`src/logic/hbc_pkg.sv`:
```
// hbc_pkg: constants, field layout and state type of the host bus configuration logic.
// assumes: shared by the configuration/master block and its byte lane selector.
//
// Summary of operation
// first access after reset must be the configuration write; only then accepted
// host keeps section select low during the configuration write
// address strobe seen before configuration write selects multiplexed mode
// address strobe is driven only while the device is DMA bus master
// channel select high selects wait function, low selects ready function
// wait-or-ready choice applies to handshake input and handshake output alike
// pin-sampled settings act at once, even on the configuration write; code does so for wait mode only, mux mode takes effect after the write
// bit 0 picks left or right address shift, multiplexed mode only
// bits 2:1 pick status, single or double pulse acknowledge; 10 reserved
// status acknowledge latched at address strobe rise or strobe fall
// host holds or pulses acknowledge as the chosen type demands
// host writes zeros to reserved configuration bits 3 to 5
// bit 7 clear takes DMA read data from low lane only
// bit 6 with DMA address bit 0 picks the accepted byte lane
// byte swapping touches only DMA reads from memory
// channel and section pins name the active DMA channel while master
// request the bus, take it only after the grant arrives
// 32-bit address out, low half with address strobe, high half upper strobe
// read, write, data strobe and direction lines driven only as master
// swap select set: even bytes on low lane, odd on high lane
// slave handshake marks read data, write acceptance and valid vector
// captured settings hold until reset; later configuration attempts ignored

package hbc_pkg;

  // ----------------------------------------------------------------------
  // configuration byte layout
  // ----------------------------------------------------------------------
  localparam int unsigned CFG_W = 8;
  localparam logic [7:0] CFG_RESET = 8'h00;
  localparam int unsigned CFG_SHIFT_BIT = 0;
  localparam int unsigned CFG_ACK_LSB = 1;
  localparam int unsigned CFG_ACK_MSB = 2;
  localparam int unsigned CFG_SWAP_SEL_BIT = 6;
  localparam int unsigned CFG_SWAP_EN_BIT = 7;

  // acknowledge type codes
  localparam logic [1:0] ACK_STATUS = 2'h0;
  localparam logic [1:0] ACK_SINGLE = 2'h1;
  localparam logic [1:0] ACK_RESERVED = 2'h2;
  localparam logic [1:0] ACK_DOUBLE = 2'h3;

  // dma channel codes as {channel_select_pin, section_select_pin}
  localparam logic [1:0] CH_RX_A = 2'h3;
  localparam logic [1:0] CH_TX_A = 2'h2;
  localparam logic [1:0] CH_RX_B = 2'h1;
  localparam logic [1:0] CH_TX_B = 2'h0;

  // ----------------------------------------------------------------------
  // widths
  // ----------------------------------------------------------------------
  localparam int unsigned AD_W = 16;
  localparam int unsigned DMA_ADDR_W = 32;
  localparam int unsigned REG_ADDR_W = 5;

  // master cycle sequence
  typedef enum logic [2:0]
  {
    dma_idle,
    dma_req,
    dma_addr_lo,
    dma_addr_hi,
    dma_data,
    dma_end
  } hbc_dma_state_t;

endpackage
```
`src/logic/hbc_bus_config.sv`:
```
// hbc_bus_config: bus configuration capture, slave handshake and DMA master pin control.
// assumes: all pins synchronous to i_ref_clk; external pads resolve the enables.
`timescale 1ns/1ns
`default_nettype none

module hbc_bus_config
  import hbc_pkg::*;
(
  input wire logic i_ref_clk,
  input wire logic i_nrst,
  // host pins
  input wire logic i_ce_n,
  input wire logic [AD_W-1:0] i_ad,
  output logic [AD_W-1:0] o_ad,
  output logic o_ad_oe,
  input wire logic i_address_strobe_line_n,
  output logic o_address_strobe_line_n,
  output logic o_address_strobe_line_oe,
  output logic o_upper_address_strobe_n,
  input wire logic i_data_strobe_line_n,
  output logic o_data_strobe_line_n,
  output logic o_data_strobe_line_oe,
  input wire logic i_rd_n,
  output logic o_rd_n,
  output logic o_rd_oe,
  input wire logic i_wr_n,
  output logic o_wr_n,
  output logic o_wr_oe,
  input wire logic i_rw_line,
  output logic o_rw_line,
  output logic o_rw_oe,
  input wire logic i_channel_select_pin,
  output logic o_channel_select_pin,
  output logic o_channel_select_pin_oe,
  input wire logic i_section_select_pin,
  output logic o_section_select_pin,
  output logic o_section_select_pin_oe,
  input wire logic i_wait_ready_n,
  output logic o_wait_ready_n,
  output logic o_wait_ready_oe,
  input wire logic i_irq_acknowledge_input_n,
  output logic o_bus_request_out_n,
  input wire logic i_bus_grant_in_n,
  // register core side
  output logic o_cfg_done,
  output logic o_mux_mode,
  output logic o_wait_mode,
  output logic [1:0] o_ack_type,
  output logic [REG_ADDR_W-1:0] o_reg_addr,
  output logic o_slave_rd,
  output logic o_slave_wr,
  output logic [7:0] o_slave_wdata,
  input wire logic [7:0] i_slave_rdata,
  input wire logic i_slave_ready,
  output logic o_vector_cycle,
  input wire logic i_vector_valid,
  output logic o_ack_latched,
  // dma engine side
  input wire logic i_dma_req,
  input wire logic i_dma_write,
  input wire logic [1:0] i_dma_channel,
  input wire logic [DMA_ADDR_W-1:0] i_dma_addr,
  input wire logic [7:0] i_dma_wdata,
  output logic o_dma_granted,
  output logic o_dma_done,
  output logic [7:0] o_dma_rdata
);

  // ----------------------------------------------------------------------
  // state and helpers
  // ----------------------------------------------------------------------
  typedef struct packed
  {
    logic first_seen;
    logic cfg_done;
    logic as_seen;
    logic mux_mode;
    logic wait_mode;
    logic [CFG_W-1:0] cfg;
    logic as_q_n;
    logic strobe_q;
    logic irq_acknowledge_input_q_n;
    logic pulse_cnt;
    logic ack_latched;
    logic [AD_W-1:0] addr_lat;
    logic slave_rd;
    logic slave_wr;
    logic slave_ok;
    logic [7:0] slave_wdata;
    logic [AD_W-1:0] ad_out;
    hbc_dma_state_t dma_state;
    logic dma_wr;
    logic [1:0] dma_ch;
    logic [DMA_ADDR_W-1:0] dma_addr;
    logic [7:0] dma_wdata;
    logic [7:0] dma_rdata;
    logic dma_done;
  } hbc_state_t;

  // handshake pin level that means "go" for the chosen function
  function automatic logic hbc_hs_level(input logic wait_fn, input logic go);
    hbc_hs_level = wait_fn ? go : ~go;
  endfunction

  hbc_state_t s;
  hbc_state_t next_s;
  logic master;
  logic strobe_act;
  logic is_write;
  logic strobe_start;
  logic as_rise;
  logic cfg_take;
  logic eff_wait;
  logic vec_now;
  logic hs_go;
  logic [1:0] ack;
  logic [7:0] lane_byte;

  // ----------------------------------------------------------------------
  // decode of the slave cycle
  // ----------------------------------------------------------------------
  // own outputs show on the pins while master, so slave decode is gated off
  assign master = (s.dma_state == dma_addr_lo) || (s.dma_state == dma_addr_hi) ||
                  (s.dma_state == dma_data) || (s.dma_state == dma_end);
  assign strobe_act = !master && !i_ce_n &&
                      (!i_rd_n || !i_wr_n || !i_data_strobe_line_n);
  assign is_write = !i_wr_n || (!i_data_strobe_line_n && !i_rw_line);
  assign strobe_start = strobe_act && !s.strobe_q;
  assign as_rise = !master && !s.as_q_n && i_address_strobe_line_n;
  assign cfg_take = strobe_start && !s.first_seen && is_write;
  // pin sample acts on the configuration write itself
  assign eff_wait = s.cfg_done ? s.wait_mode : i_channel_select_pin;
  assign ack = s.cfg[CFG_ACK_MSB:CFG_ACK_LSB];

  // vector drive per acknowledge type; reserved code never drives
  always_comb
  begin
    vec_now = 1'b0;
    case (ack)
      ACK_STATUS: vec_now = s.ack_latched && strobe_act && !is_write;
      ACK_SINGLE: vec_now = !i_irq_acknowledge_input_n;
      ACK_DOUBLE: vec_now = !i_irq_acknowledge_input_n && s.pulse_cnt;
      default: vec_now = 1'b0;
    endcase
  end

  // master handshake input, read through the chosen function
  assign hs_go = (i_wait_ready_n == hbc_hs_level(s.wait_mode, 1'b1));

  hbc_byte_lane u_lane
  (
    .i_bus(i_ad),
    .i_swap_en(s.cfg[CFG_SWAP_EN_BIT]),
    .i_swap_sel(s.cfg[CFG_SWAP_SEL_BIT]),
    .i_a0(s.dma_addr[0]),
    .o_byte(lane_byte)
  );

  // ----------------------------------------------------------------------
  // next state
  // ----------------------------------------------------------------------
  always_comb
  begin
    next_s = s;
    next_s.slave_rd = 1'b0;
    next_s.slave_wr = 1'b0;
    next_s.dma_done = 1'b0;
    next_s.as_q_n = master ? 1'b1 : i_address_strobe_line_n;
    next_s.strobe_q = strobe_act;
    next_s.irq_acknowledge_input_q_n = i_irq_acknowledge_input_n;

    // address strobe seen before the configuration write, chip enable not needed
    if (!s.cfg_done && !master && !i_address_strobe_line_n)
    begin
      next_s.as_seen = 1'b1;
    end
    // transparent address latch while the strobe is low
    if (!master && !i_address_strobe_line_n)
    begin
      next_s.addr_lat = i_ad;
    end

    // one chance only: the first access decides, later ones never reconfigure
    if (strobe_start && !s.first_seen)
    begin
      next_s.first_seen = 1'b1;
    end
    if (cfg_take)
    begin
      next_s.cfg_done = 1'b1;
      next_s.cfg = i_ad[CFG_W-1:0];
      next_s.wait_mode = i_channel_select_pin;
      next_s.mux_mode = s.as_seen || !i_address_strobe_line_n;
    end
    else if (strobe_start)
    begin
      next_s.slave_rd = !is_write;
      next_s.slave_wr = is_write;
      next_s.slave_wdata = i_ad[7:0];
    end

    // status acknowledge sampling point depends on bus mode
    if (ack == ACK_STATUS)
    begin
      if (s.mux_mode && as_rise)
      begin
        next_s.ack_latched = !i_irq_acknowledge_input_n;
      end
      else if (!s.mux_mode && strobe_start)
      begin
        next_s.ack_latched = !i_irq_acknowledge_input_n;
      end
    end
    // double pulse: first pulse only counted, second drives the vector
    if (ack == ACK_DOUBLE && !s.irq_acknowledge_input_q_n && i_irq_acknowledge_input_n)
    begin
      next_s.pulse_cnt = !s.pulse_cnt;
    end

    // slave handshake and read data, registered together so they agree
    if (vec_now)
    begin
      next_s.slave_ok = i_vector_valid;
    end
    else
    begin
      next_s.slave_ok = strobe_act && (is_write || i_slave_ready);
    end
    if (!master)
    begin
      next_s.ad_out = {i_slave_rdata, i_slave_rdata};
    end

    // master sequence
    case (s.dma_state)
      dma_idle:
      begin
        if (i_dma_req && s.cfg_done)
        begin
          next_s.dma_state = dma_req;
          next_s.dma_wr = i_dma_write;
          next_s.dma_ch = i_dma_channel;
          next_s.dma_addr = i_dma_addr;
          next_s.dma_wdata = i_dma_wdata;
        end
      end
      dma_req:
      begin
        if (!i_bus_grant_in_n)
        begin
          next_s.dma_state = dma_addr_lo;
          next_s.ad_out = s.dma_addr[15:0];
        end
      end
      dma_addr_lo:
      begin
        next_s.dma_state = dma_addr_hi;
        next_s.ad_out = s.dma_addr[31:16];
      end
      dma_addr_hi:
      begin
        next_s.dma_state = dma_data;
        next_s.ad_out = {s.dma_wdata, s.dma_wdata};
      end
      dma_data:
      begin
        if (hs_go)
        begin
          next_s.dma_state = dma_end;
          if (!s.dma_wr)
          begin
            next_s.dma_rdata = lane_byte;
          end
        end
      end
      dma_end:
      begin
        next_s.dma_state = dma_idle;
        next_s.dma_done = 1'b1;
      end
      default: next_s.dma_state = dma_idle;
    endcase
  end

  // ----------------------------------------------------------------------
  // state register
  // ----------------------------------------------------------------------
  always_ff @(posedge i_ref_clk or negedge i_nrst)
  begin
    if (!i_nrst)
    begin
      s <= '0;
      s.cfg <= CFG_RESET;
      s.as_q_n <= 1'b1;
      s.irq_acknowledge_input_q_n <= 1'b1;
      s.dma_state <= dma_idle;
    end
    else
    begin
      s <= next_s;
    end
  end

  // ----------------------------------------------------------------------
  // pin drive
  // ----------------------------------------------------------------------
  // strobes and address strobe only driven as master; otherwise inputs
  assign o_address_strobe_line_oe = master;
  assign o_address_strobe_line_n = (s.dma_state != dma_addr_lo);
  assign o_upper_address_strobe_n = (s.dma_state != dma_addr_hi);
  assign o_rd_oe = master;
  assign o_wr_oe = master;
  assign o_data_strobe_line_oe = master;
  assign o_rw_oe = master;
  assign o_rd_n = !((s.dma_state == dma_data) && !s.dma_wr);
  assign o_wr_n = !((s.dma_state == dma_data) && s.dma_wr);
  assign o_data_strobe_line_n = (s.dma_state != dma_data);
  assign o_rw_line = !s.dma_wr;
  // channel identity on the select pins, external drivers must be off
  assign o_channel_select_pin_oe = master;
  assign o_section_select_pin_oe = master;
  assign o_channel_select_pin = s.dma_ch[1];
  assign o_section_select_pin = s.dma_ch[0];
  assign o_ad = s.ad_out;
  assign o_ad_oe = master ? (s.dma_state != dma_data || s.dma_wr) :
                           ((strobe_act && !is_write) || vec_now);
  assign o_bus_request_out_n = !((s.dma_state == dma_req) || master) ||
                               (s.dma_state == dma_end);
  assign o_wait_ready_oe = !master && (strobe_act || vec_now);
  assign o_wait_ready_n = hbc_hs_level(eff_wait, s.slave_ok);

  // ----------------------------------------------------------------------
  // core side outputs
  // ----------------------------------------------------------------------
  // shift choice only matters with a multiplexed address
  always_comb
  begin
    if (!s.mux_mode)
    begin
      o_reg_addr = {3'h0, i_channel_select_pin, i_section_select_pin};
    end
    else if (s.cfg[CFG_SHIFT_BIT])
    begin
      o_reg_addr = s.addr_lat[4:0];
    end
    else
    begin
      o_reg_addr = s.addr_lat[5:1];
    end
  end

  assign o_cfg_done = s.cfg_done;
  assign o_mux_mode = s.mux_mode;
  assign o_wait_mode = eff_wait;
  assign o_ack_type = ack;
  assign o_slave_rd = s.slave_rd;
  assign o_slave_wr = s.slave_wr;
  assign o_slave_wdata = s.slave_wdata;
  assign o_vector_cycle = vec_now;
  assign o_ack_latched = s.ack_latched;
  assign o_dma_granted = master;
  assign o_dma_done = s.dma_done;
  assign o_dma_rdata = s.dma_rdata;
endmodule
`default_nettype wire

```
`src/logic/hbc_byte_lane.sv`:
```
// hbc_byte_lane: picks the byte lane the device accepts on a DMA read from memory.
// assumes: caller applies it only to data taken while bus master.
`timescale 1ns/1ns
`default_nettype none

module hbc_byte_lane
  import hbc_pkg::*;
(
  input wire logic [AD_W-1:0] i_bus,
  input wire logic i_swap_en,
  input wire logic i_swap_sel,
  input wire logic i_a0,
  output logic [7:0] o_byte
);

  // ----------------------------------------------------------------------
  // lane choice
  // ----------------------------------------------------------------------
  // swap off keeps legacy low-lane behaviour
  always_comb
  begin
    if (!i_swap_en)
    begin
      o_byte = i_bus[7:0];
    end
    else if (i_swap_sel == i_a0)
    begin
      o_byte = i_bus[15:8];
    end
    else
    begin
      o_byte = i_bus[7:0];
    end
  end

endmodule
`default_nettype wire

```
`config.mk`:
```
export PLATFORM = sky130hd
export DESIGN_NAME = hbc_bus_config
export DESIGN_NICKNAME = d
export VERILOG_FILES = /design/src/logic/hbc_pkg.sv /design/src/logic/hbc_bus_config.sv /design/src/logic/hbc_byte_lane.sv
export SDC_FILE = /design/constraint.sdc
export NUM_CORES = 1
export LEC_CHECK = 0
export BUFFER_PORTS_ARGS = -buffer_cell sky130_fd_sc_hd__clkbuf_2
export CORE_MARGIN = 1
export CORE_UTILIZATION = 40
export DETAILED_ROUTE_END_ITERATION = 7
export MAX_ROUTING_LAYER = met4
export PLACE_DENSITY = 0.66
export REMOVE_ABC_BUFFERS = 1
export SLEW_MARGIN = 40
export SYNTH_ARGS = -nofsm -noshare
export SYNTH_HDL_FRONTEND = slang
export SYNTH_SLANG_ARGS = --single-unit
export TNS_END_PERCENT = 5
```
`constraint.sdc`:
```
create_clock -name i_ref_clk -period 1.94 [get_ports i_ref_clk]
set_input_delay 0.582 -clock i_ref_clk [delete_from_list [all_inputs] [get_ports i_ref_clk]]
set_output_delay 0.582 -clock i_ref_clk [all_outputs]
set_load 0.01 [all_outputs]
```
==> flow_summary.yaml <==
outcome:
  status: "finished with violations"
  violations: "DRC, setup timing"
global_routing:
  grt_overflow: 0
  antenna_found_initial: 0
  grt_pass1_vias: 3550
  grt_max_degree: 104
  grt_first_pass_wirelength_mm: 18.34
  track_usage_pct: 19.16
die:
  die_area_mm2: 0.01257
  die_y_um: 112.1
  die_w_um: 112.1
  core-area_mm2: 0.01161
  initial_core_util_pct: 41.75
  io_pins: 150
  rows: 39
critical_path:
  cp_cell_sequence: "xor2_2 > or3_4 > o41ai_4 > buf_2"
  rrSetupSlack_ns: 0.05
  end_kind: "output port"
  arrival_ns: 1.69
  critPathBufInv: 1
  worstSetupStartpointType: "register"
  reg2reg_from: "s[53]"
  worst-r2r-cell-count: 5
  cp_num_cells: 4
  cp_slowest_cell: "dfrtp_1"
  worst-setup-path-type: "register to output port"
  crit_family: "flip-flops"
  crit_fanout: 2
  cp.required_ns: 1.36
  reg2reg_to: "s[44]"
  cpPeakStageDelay_ns: 0.41
clock_network:
  clk_latency_ns: 0.34
  tritoncts: "built"
  cts_hold_buf: 0
  htreeDepth: 3
  cts-root-buf: "clkbuf_16"
  path_clk_slew_ns: 0.07
  max-clock-path-buffers: 2
  cts_sinks: 103
  numCtsBuffers: 9
final_layout:
  final_layout_size_suffix_gt1_share_pct: 53.38
  final_core_util_pct: 51.00
  nNetsFinal: 595
  antennaDiodeCount: 0
  fillers: 1100
  area_delta_synth_final_pct: 22.17
synth:
  synth.area.top_cells: "dfrtp_1 52%, mux2_2 15%, buf_4 7.1%"
  yosysTopAreaCell: "dfrtp_1"
  ys.flop_type: "dfrtp_1"
  synth_top_cell_area_share_pct: 52.13
  yosys_warnings: 0
  syn_avg_cell_area_um2: 12.53
  synth-seq-cells: 103
  postSynthCellCount: 387
  synth_area_mm2: 0.004848
  seq_area_frac_synth_pct: 53.21
  yosys.cell_types.count: 44
  async_flop_share_pct: 100.0
  synth_edf_count: 0
placement:
  globalplace.congestion: 0.7751
  dp_slack_ns: -0.1375
  dp_hpwl_mm: 7.907
  port_buffers: 149
detailed_routing:
  routed_wl_mm: 11.15
  vias: 3492
  dr.pass1.iters: 8
  drtIter0Drc: 201
  ant_nets: 0
  via_per_inst: 5.291
  route.detailed.drc: 7
  avgRoutedWirePerCell_um: 16.89
sta:
  fmax_mhz: 439.8
  tns_ns: -1.871
  whs_ns: 0.2785
  grt_setup_unrepaired: "yes"
  hold_viol: 0
  min_period_ns: 2.274
  clock_skew_ns: 0.01036
  tightestPinTransition_ns: 0.5645
  fin_crit_sh_pct: 117.2
  setup_viol: 9
  setup_slack_ns: -0.3340
  final-max-slew-violation-count: 0
  slew_headroom_pct: 62.37
power_and_ir_drop:
  power_density_mw_per_mm2: 1602
  leakagePower_nw: 2.852
  ir_worst_vdd_v: 0.0005738
  p_total_mw: 9.487
run:
  drv_cap: 0
min_path:
  worstHoldPathType: "input pin to asynchronous set/reset pin"
## report_power, final
| part | switching (mW) | internal, mW |
|---|---|---|
| logic | 1.99 | 2.04 |
| clock network | 0.774 | 0.903 |
| registers | 0.620 | 3.16 |
| total | 3.39 | 6.10 |
## worst max path at each step
| stage | to | slack, ns | from |
|---|---|---|---|
| finish | o_vector_cycle | -0.33 | s[53] |
| global route | o_vector_cycle | -0.42 | s[53] |
| CTS | o_vector_cycle | -0.37 | s[53] |
| detailed placement | o_vector_cycle | -0.14 | s[53] |
| global placement | o_vector_cycle | -0.09 | s[53] |
| floorplan | o_vector_cycle | -1.0 | s[53] |
## kinds of logic after synthesis
group / after synthesis / synth area share [%]
xor gates and xnor gates: 6 / 1.239
DFF: 103 / 53.21
buffers and inverters: 68 / 9.084
AOI/OAI and AO/OA: 83 / 12.75
muxes: 79 / 17.96
and+or+nand+nor: 48 / 5.755
## through the flow
| stage | instances | area [µm²] |
|---|---|---|
| floorplan | 325 | 4431 |
| global route | 660 | 5923 |
| finish | 660 | 5923 |
| CTS | 660 | 5913 |
| detailed placement | 643 | 5604 |
| global placement | 643 | 5604 |
## registers in the layout (all words and copies together), names as in the netlist, 2 cells and up
| name | count |
|---|---|
| o_ad | 16 |
| o_dma_rdata | 8 |
| s | 61 |
| o_ack_type | 2 |
| o_slave_wdata | 8 |
## area by class of cell
class                           count  area, µm²  share of cell area (%)
Clock buffer                       11      242.7                   4.098
Clock inverter                      5      33.78                  0.5703
Inverter                            6      22.52                  0.3802
Multi-Input combinational cell    216       1854                   31.31
Sequential cell                   103       2582                   43.60
Tap cell                          143      178.9                   3.021
Timing Repair Buffer              176       1008                   17.03
## timing repair
item                       in CTS  in global routing
buffers inserted                1                  0
gates resized for setup         7                  5
hold endpoints to repair        0                  0
pin swaps                       3                  0
setup endpoints to repair      30                 58
## layer usage
metal  share of wire [%]  track usage, %  routed length [µm]
met5                   0               -                   0
met4                 1.8           7.378                 204
met3                 3.8           2.430                 424
met2                  50           31.43                5619
met1                  44           24.34                4901
## Yosys cell counts, types with 2 or more instances
cell type	instances
dfrtp_1	101
mux2_2	64
buf_4	46
o21ai_0	20
a222oi_1	16
a22oi_1	16
nor2_1	16
mux2i_1	15
a21oi_1	13
clkbuf_1	9
a22o_1	8
nand2_1	8
inv_1	6
buf_2	4
nand2b_1	4
nor2b_1	4
xnor2_1	4
buf_1	2
dfstp_2	2
nand3_1	2
nor3b_2	2
o21a_1	2
or2_2	2
## worst register-to-register path, cell delays in order, from the launching register on
cell and delay [ns]:
dfrtp_1 0.41, buf_4 0.27, nor2_2 0.21, and4b_2 0.33, buf_12 0.21, mux2_2 0.36
## cell usage in the layout (no fill, tap or decap), types with 4 or more instances in the layout
cell       netlist  final
a222oi_1        16     16
buf_12           0      4
a22oi_1         16     16
inv_1            6      6
clkbuf_2         0    146
clkbuf_16        0      9
nand2b_1         4      4
buf_4           46     22
dfrtp_1        101     99
a21oi_1         13     12
nand2_1          8      8
nor2_1          16     15
a22o_1           8      8
mux2_2          64     63
mux2i_1         15     15
o21ai_0         20     20
No activity file was read; power rests on OpenSTA's default activity.
